`src/ccca_regs.vh`:
```
// Purpose: Constants for the compare, clear and complement execution block.
// Assumes: 8-bit data path, condition code byte ordered S X H I N Z V C.
// Notes: Opcodes are the single-byte encodings handled by the block.
`ifndef CCCA_REGS_VH
`define CCCA_REGS_VH

// ----------------------------------------
// Condition code bit positions
// ----------------------------------------
`define CCCA_CC_C 0
`define CCCA_CC_V 1
`define CCCA_CC_Z 2
`define CCCA_CC_N 3
`define CCCA_CC_I 4
`define CCCA_CC_H 5
`define CCCA_CC_X 6
`define CCCA_CC_S 7

// ----------------------------------------
// Reset values
// ----------------------------------------
`define CCCA_COND_RST 8'hd0
`define CCCA_ACC_RST 8'h00

// ----------------------------------------
// Opcodes
// ----------------------------------------
`define CCCA_OP_COMPARE_AB 8'h11
`define CCCA_OP_COMPARE_A_IMM 8'h81
`define CCCA_OP_COMPARE_B_IMM 8'hc1
`define CCCA_OP_COMPARE_A_DIR 8'h91
`define CCCA_OP_COMPARE_B_DIR 8'hd1
`define CCCA_OP_COMPARE_A_EXT 8'hb1
`define CCCA_OP_COMPARE_B_EXT 8'hf1
`define CCCA_OP_COMPARE_A_IDX 8'ha1
`define CCCA_OP_COMPARE_B_IDX 8'he1
`define CCCA_OP_CLEAR_CARRY 8'h0c
`define CCCA_OP_CLEAR_OVF 8'h0a
`define CCCA_OP_CLEAR_MASK 8'h0e
`define CCCA_OP_CLEAR_A 8'h4f
`define CCCA_OP_CLEAR_B 8'h5f
`define CCCA_OP_CLEAR_EXT 8'h7f
`define CCCA_OP_CLEAR_IDX 8'h6f
`define CCCA_OP_INVERT_A 8'h43
`define CCCA_OP_INVERT_B 8'h53
`define CCCA_OP_INVERT_EXT 8'h73
`define CCCA_OP_INVERT_IDX 8'h63

// ----------------------------------------
// Timing
// ----------------------------------------
`define CCCA_MASK_DELAY_CYC 1

`endif

```
`src/ccca_alu.v`:
```
// Purpose: Execution of compare, clear, complement and flag-clear instructions.
// Assumes: The sequencer presents an opcode and, for memory forms, the fetched operand.
// Notes: Memory results are handed back on mem_wdata_o for the sequencer to write.
`timescale 1ns/10ps
`default_nettype none
`include "ccca_regs.vh"

// What this block does
// - The accumulator compare subtracts B from A for flags only and writes no result.
// - The memory compares subtract the memory operand from A (81) or B (C1) and set flags.
// - Compares leave both accumulators and memory operands unchanged.
// - For compare and complement, N is result bit 7 and Z is set only for an all-zero result.
// - Compare overflow is set when operand signs differ and the result sign differs from the minuend (A, or B for the B compares).
// - Compare carry is the borrow out of bit 7 by the three-term formula.
// - Clear-carry (0C) forces C to zero on the single clock edge that takes the opcode.
// - Clear-overflow (0A) forces V to zero and leaves other flags alone.
// - Clear-interrupt-mask (0E) forces I to zero, enabling maskable interrupts.
// - The mask clearing takes effect one E-clock cycle late.
// - If previously masked, the following instruction always runs before a pending interrupt.
// - Clear zeroes the accumulator or memory operand, sets Z and clears N, V and C.
// - Complement inverts every bit of the accumulator or memory operand.
// - After complement V is cleared and C is set.
module ccca_alu (
  input wire core_clk_i, // E clock
  input wire rst_n_i, // asynchronous reset, active low
  input wire clk_en_i, // freezes all state while low
  input wire exec_i, // one-cycle pulse: execute opcode_i now
  input wire [7:0] opcode_i, // opcode of instruction to execute
  input wire [7:0] mem_operand_i, // fetched memory or immediate operand
  input wire insn_boundary_i, // pulse at each instruction completion
  input wire irq_pending_i, // maskable interrupt request level
  output reg [7:0] accumulator_a_o, // accumulator A
  output reg [7:0] accumulator_b_o, // accumulator B
  output reg [7:0] condition_code_register_o, // condition code register
  output reg [7:0] mem_wdata_o, // result for memory-form clear/complement
  output reg mem_write_o, // pulse: mem_wdata_o must be written back
  output reg illegal_o, // pulse: opcode not handled here
  output wire irq_take_o // interrupt may be serviced now
);

  // ----------------------------------------
  // Decode
  // ----------------------------------------
  // Every addressing form of a memory compare lands here with its operand already
  // fetched, so the forms differ only in their opcode byte.
  wire is_compare_ab = (opcode_i == `CCCA_OP_COMPARE_AB);
  wire is_compare_a = (opcode_i == `CCCA_OP_COMPARE_A_IMM) ||
    (opcode_i == `CCCA_OP_COMPARE_A_DIR) ||
    (opcode_i == `CCCA_OP_COMPARE_A_EXT) || (opcode_i == `CCCA_OP_COMPARE_A_IDX);
  wire is_compare_b = (opcode_i == `CCCA_OP_COMPARE_B_IMM) ||
    (opcode_i == `CCCA_OP_COMPARE_B_DIR) ||
    (opcode_i == `CCCA_OP_COMPARE_B_EXT) || (opcode_i == `CCCA_OP_COMPARE_B_IDX);

  // ----------------------------------------
  // Subtractor shared by all compares
  // ----------------------------------------
  reg [7:0] minuend;
  reg [7:0] subtrahend;
  wire [7:0] diff = minuend - subtrahend;

  always @*
  begin
    minuend = accumulator_b_o;
    subtrahend = mem_operand_i;
    if (is_compare_ab)
    begin
      minuend = accumulator_a_o;
      subtrahend = accumulator_b_o;
    end
    else if (is_compare_a)
    begin
      minuend = accumulator_a_o;
    end
  end

  // The flags come from bit 7 terms rather than a ninth adder bit, so the same
  // expressions read directly against the flag formulas.
  wire sub_v = (minuend[7] & ~subtrahend[7] & ~diff[7]) |
    (~minuend[7] & subtrahend[7] & diff[7]);
  wire sub_c = (~minuend[7] & subtrahend[7]) | (subtrahend[7] & diff[7]) |
    (diff[7] & ~minuend[7]);

  // ----------------------------------------
  // Next-state computation
  // ----------------------------------------
  reg [7:0] next_a;
  reg [7:0] next_b;
  reg [7:0] next_cond;
  reg [7:0] next_wdata;
  reg next_write;
  reg next_illegal;
  reg next_mask_clear;
  reg [7:0] inv_res;

  always @*
  begin
    next_a = accumulator_a_o;
    next_b = accumulator_b_o;
    next_cond = condition_code_register_o;
    next_wdata = mem_wdata_o;
    next_write = 1'b0;
    next_illegal = 1'b0;
    next_mask_clear = 1'b0;
    inv_res = 8'h00;
    if (exec_i)
    begin
      if (is_compare_ab || is_compare_a || is_compare_b)
      begin
        // Accumulators stay as they are; only flags move.
        next_cond[`CCCA_CC_N] = diff[7];
        next_cond[`CCCA_CC_Z] = (diff == 8'h00);
        next_cond[`CCCA_CC_V] = sub_v;
        next_cond[`CCCA_CC_C] = sub_c;
      end
      else
      begin
        case (opcode_i)
          `CCCA_OP_CLEAR_CARRY: next_cond[`CCCA_CC_C] = 1'b0;
          `CCCA_OP_CLEAR_OVF: next_cond[`CCCA_CC_V] = 1'b0;
          `CCCA_OP_CLEAR_MASK: next_mask_clear = 1'b1;
          `CCCA_OP_CLEAR_A, `CCCA_OP_CLEAR_B, `CCCA_OP_CLEAR_EXT, `CCCA_OP_CLEAR_IDX:
          begin
            if (opcode_i == `CCCA_OP_CLEAR_A)
              next_a = 8'h00;
            else if (opcode_i == `CCCA_OP_CLEAR_B)
              next_b = 8'h00;
            else
            begin
              // The memory byte is written by the sequencer from mem_wdata_o.
              next_wdata = 8'h00;
              next_write = 1'b1;
            end
            next_cond[`CCCA_CC_N] = 1'b0;
            next_cond[`CCCA_CC_Z] = 1'b1;
            next_cond[`CCCA_CC_V] = 1'b0;
            next_cond[`CCCA_CC_C] = 1'b0;
          end
          `CCCA_OP_INVERT_A, `CCCA_OP_INVERT_B, `CCCA_OP_INVERT_EXT, `CCCA_OP_INVERT_IDX:
          begin
            if (opcode_i == `CCCA_OP_INVERT_A)
              inv_res = ~accumulator_a_o;
            else if (opcode_i == `CCCA_OP_INVERT_B)
              inv_res = ~accumulator_b_o;
            else
              inv_res = ~mem_operand_i;
            if (opcode_i == `CCCA_OP_INVERT_A)
              next_a = inv_res;
            else if (opcode_i == `CCCA_OP_INVERT_B)
              next_b = inv_res;
            else
            begin
              next_wdata = inv_res;
              next_write = 1'b1;
            end
            next_cond[`CCCA_CC_N] = inv_res[7];
            next_cond[`CCCA_CC_Z] = (inv_res == 8'h00);
            next_cond[`CCCA_CC_V] = 1'b0;
            // Carry is forced set so older code that tests it after an inversion
            // still behaves; software wanting carry kept must use an exclusive-or.
            next_cond[`CCCA_CC_C] = 1'b1;
          end
          default: next_illegal = 1'b1;
        endcase
      end
    end
  end

  // ----------------------------------------
  // Delayed interrupt-mask clear
  // ----------------------------------------
  // The mask bit drops one cycle after the instruction, and the gate below also
  // holds off service until the next instruction has completed, so code such as
  // a clear-mask followed by a wait still runs that instruction first.
  reg mask_clear_pend;
  reg hold_one_insn;

  always @(posedge core_clk_i or negedge rst_n_i)
  begin
    if (!rst_n_i)
    begin
      accumulator_a_o <= `CCCA_ACC_RST;
      accumulator_b_o <= `CCCA_ACC_RST;
      condition_code_register_o <= `CCCA_COND_RST;
      mem_wdata_o <= 8'h00;
      mem_write_o <= 1'b0;
      illegal_o <= 1'b0;
      mask_clear_pend <= 1'b0;
      hold_one_insn <= 1'b0;
    end
    else if (clk_en_i)
    begin
      accumulator_a_o <= next_a;
      accumulator_b_o <= next_b;
      condition_code_register_o <= next_cond;
      mem_wdata_o <= next_wdata;
      mem_write_o <= next_write;
      illegal_o <= next_illegal;
      mask_clear_pend <= next_mask_clear;
      if (mask_clear_pend)
        condition_code_register_o[`CCCA_CC_I] <= 1'b0;
      if (next_mask_clear && condition_code_register_o[`CCCA_CC_I])
        hold_one_insn <= 1'b1;
      else if (insn_boundary_i && !mask_clear_pend)
        hold_one_insn <= 1'b0;
    end
  end

  assign irq_take_o = irq_pending_i && !condition_code_register_o[`CCCA_CC_I] &&
    !hold_one_insn;

endmodule
`default_nettype wire

```
`config.mk`:
```
export PLATFORM = sky130hd
export DESIGN_NAME = ccca_alu
export DESIGN_NICKNAME = d
export VERILOG_FILES = /design/src/ccca_alu.v
export VERILOG_INCLUDE_DIRS = /design/src
export SDC_FILE = /design/constraint.sdc
export NUM_CORES = 1
export LEC_CHECK = 0
export BUFFER_PORTS_ARGS = -buffer_cell sky130_fd_sc_hd__buf_4
export CAP_MARGIN = 0
export CELL_PAD_IN_SITES_DETAIL_PLACEMENT = 0
export CELL_PAD_IN_SITES_GLOBAL_PLACEMENT = 1
export CORE_MARGIN = 10
export CORE_UTILIZATION = 44
export CTS_CLUSTER_SIZE = 24
export DETAILED_ROUTE_END_ITERATION = 7
export PLACE_DENSITY = 0.95
export SLEW_MARGIN = 20
export SYNTH_ARGS = -nofsm -noshare
export SYNTH_HDL_FRONTEND = slang
export SYNTH_SLANG_ARGS = --single-unit
```
`constraint.sdc`:
```
create_clock -name core_clk_i -period 9 [get_ports core_clk_i]
set_input_delay 1.8 -clock core_clk_i [delete_from_list [all_inputs] [get_ports core_clk_i]]
set_output_delay 1.8 -clock core_clk_i [all_outputs]
set_load 0.03 [all_outputs]
```
==> impl_metrics.py <==
metrics = {
    "grt": {
        "grt_start_max_net_pins": 34,
        "grt_pass1_vias": 1841,
        "grt_overflow": 0,
        "grt_pass1_wl_um": 9380,
        "grtUsageTotal_pct": 13.6,
        "antenna_found_initial": 0,
    },
    "clock_tree": {
        "clk_path_buf_depth": 2,
        "cts_tree": "done",
        "clkTransAtPathRegs_ps": 70,
        "cts_resized": 0,
        "cts_hold_buf": 0,
        "clock_latency_ps": 290,
        "htreeDepth": 2,
        "cts-root-buf": "clkbuf_8",
        "cts_inserted_buffers": 5,
        "clock_sink_count": 33,
        "post_cts_buffers": 0,
    },
    "sta": {
        "drv_slew": 0,
        "grt_setup_unrepaired": "no",
        "finalHoldViolCount": 0,
        "relSlewSlack_pct": 64.2,
        "clock.fmax_mhz": 181,
        "finalCriticalPeriod_ps": 5530,
        "fin_tns_setup_ps": 0,
        "worst_slew_pin_slew_ps": 534,
        "finalClockSkew_ps": 11.9,
        "setup_violations": 0,
        "hold-worst-slack_ps": 403,
        "min_period_over_period_pct": 61.4,
    },
    "flow_run": {
        "maxCapViolCount": 0,
    },
    "cells_and_area": {
        "syn2layout_area_growth_pct": 23.1,
        "finalNonFillerCells": 331,
        "nets": 296,
        "fin_area_um2": 2760,
        "final_layout_size_suffix_gt1_share_pct": 43.9,
        "final_common_cell": "buf_4",
        "final_cell_mix": "buf_4 (53), mux2_2 (50), dfrtp_1 (32), nor2_1 (21), o21ai_0 (12)",
        "diodes": 0,
    },
    "power_and_ir_drop": {
        "powerDensity_nw_per_um2": 116,
        "power.switching_uw": 90.7,
        "vdd_drop_max_mv": 0.106,
        "p_comb_share_pct": 17.7,
        "intPower_uw": 230,
        "power_uw": 321,
        "pwr-share-clk_pct": 33.8,
        "leakagePower_nw": 1.40,
        "pwr-share-seq_pct": 48.5,
        "switching_share_pct": 28.2,
    },
    "detailed_routing": {
        "wl_per_cell_um": 17.1,
        "drt-vias-per-instance": 5.37,
        "drt_iter0_drc": 148,
        "ant_nets": 0,
        "vias": 1778,
        "dr.pass1.iters": 4,
        "routed_wl_um": 5670,
        "drc": 0,
    },
    "setup_path": {
        "r2r_cells": 13,
        "cp-start-kind": "input pin",
        "rrSetupSlack_ps": 5820,
        "cp-startpoint": "opcode_i[1]",
        "crit_fanout": 8,
        "timing.rr.start": "accumulator_b_o[2]",
        "worstPathArrival_ps": 5730,
        "reg2reg_to": "condition_code_register_o[2]",
        "end_kind": "flip-flop",
        "crit_required_ps": 9200,
        "setup.worst_path.class": "in2reg",
    },
    "logic_synthesis": {
        "netlist-cell-type-count": 41,
        "synth-edff-count": 0,
        "ys_ff_latch": 33,
        "syn_area_um2": 2240,
        "syn_inst": 212,
        "synthFlopType": "dfrtp_1",
        "synth-async-reset-ratio_pct": 100,
        "syn_avg_cell_area_um2": 10.6,
        "ys_warn_count": 0,
        "synth_seq_area_share_pct": 36.9,
    },
    "min_path": {
        "hold_path_startpoint": "mask_clear_pend",
        "holdCritPathClass": "reg2reg",
        "worstHoldPathCells": 1,
        "min_to": "condition_code_register_o[4]",
    },
    "placed_design": {
        "place_congestion": 0.836,
        "dpl_cell_area_um2": 2680,
        "numPortBuffers": 53,
        "placedCellCount": 323,
        "dp_hpwl_um": 4420,
    },
    "die": {
        "pin_count": 57,
        "num_rows": 25,
        "die_w_um": 91.3,
        "die-area_um2": 8340,
        "core-area_um2": 4820,
        "die_h_um": 91.3,
        "start_util_pct": 46.5,
    },
    "status": {
        "outcome": "completed",
    },
}
[synth_stat cells, types with 2 or more instances]
library cell / instances / area, µm²
dfrtp_1: 32 / 801
xor2_1: 4 / 35.0
conb_1: 2 / 7.51
nand2_1: 5 / 18.8
nor2_1: 21 / 78.8
nand3_1: 2 / 10.0
a21oi_1: 6 / 30.0
or4_1: 2 / 15.0
nor3b_1: 3 / 22.5
o21ai_0: 12 / 60.1
clkbuf_1: 6 / 22.5
nand2b_1: 2 / 12.5
nand4b_1: 2 / 17.5
nand4_1: 7 / 43.8
mux2i_1: 8 / 80.1
fa_1: 2 / 40.0
mux2_2: 50 / 563
buf_4: 3 / 22.5
ha_1: 9 / 113
inv_1: 11 / 41.3
nor3_1: 3 / 15.0
[power groups by stage]
stage	Sequential (mW)	Clock, mW	Combinational [mW]
after CTS	0.156	0.112	0.0571
after global routing	0.156	0.117	0.0621
after global placement	0.158	0	0.0565
after detailed placement	0.159	0	0.0567
after floorplan	0.167	0	0.0244
final	0.156	0.109	0.0568
[registers in the layout, summed over array words and instances, names as in the netlist]
signal,flops
mem_write_o,1
mem_wdata_o,8
condition_code_register_o,5
hold_one_insn,1
mask_clear_pend,1
accumulator_a_o,8
accumulator_b_o,8
illegal_o,1
[critical path: stages]
cell and delay (ps):
buf_4 130, nor4b_1 390, o21ai_0 300, or2_2 450, mux2_2 310, ha_1 340
o21ai_0 100, a21oi_1 110, o21ai_0 110, a21boi_0 270, o21a_1 140, nor2_1 40
fa_1 540, nand4b_1 120, nor3_1 190, o211ai_1 110, a221oi_1 260
[kinds of logic after synthesis]
logic type               synth area share (%)
multiplexers                             28.7
other                                   0.335
flip-flops                               36.9
XOR/XNOR                                 1.96
adder cells (fa/ha/maj)                  6.82
AND/OR/NAND/NOR                          14.4
AO/OA/AOI/OAI                            6.82
buffers and inverters                    4.08
[stage by stage]
stage	util [%]	setup WS (ps)
floorplan	-	3630
global placement	55.5	3320
detailed placement	55.5	3250
CTS	57.2	3510
global route	57.2	3010
finish	57.2	3470
[layer usage]
layer,part of all wire (%),GRT usage (%)
met4,1.4,5.09
met3,5.2,3.79
met2,49,21.7
met5,0,0
met1,44,16.9
[layout make-up]
| type | instances | area [µm²] |
|---|---|---|
| multi-input cells | 159 | 1330 |
| flip-flops and latches | 33 | 827 |
| clock buffers | 6 | 72.6 |
| inverters | 11 | 41.3 |
| clock inverters | 2 | 10.0 |
| fillers | 439 | 2060 |
| repair buffers | 53 | 398 |
| well taps | 67 | 83.8 |
[how the worst max path moves through the flow]
stage / endpoint / slack, ps / depth (start not counted)
floorplan: condition_code_register_o[2] / 3630 / 18
global placement: condition_code_register_o[2] / 3320 / 17
detailed placement: condition_code_register_o[2] / 3250 / 17
CTS: condition_code_register_o[2] / 3510 / 17
global route: condition_code_register_o[2] / 3010 / 17
finish: condition_code_register_o[2] / 3470 / 17
No activity file was read; power rests on OpenSTA's default activity.
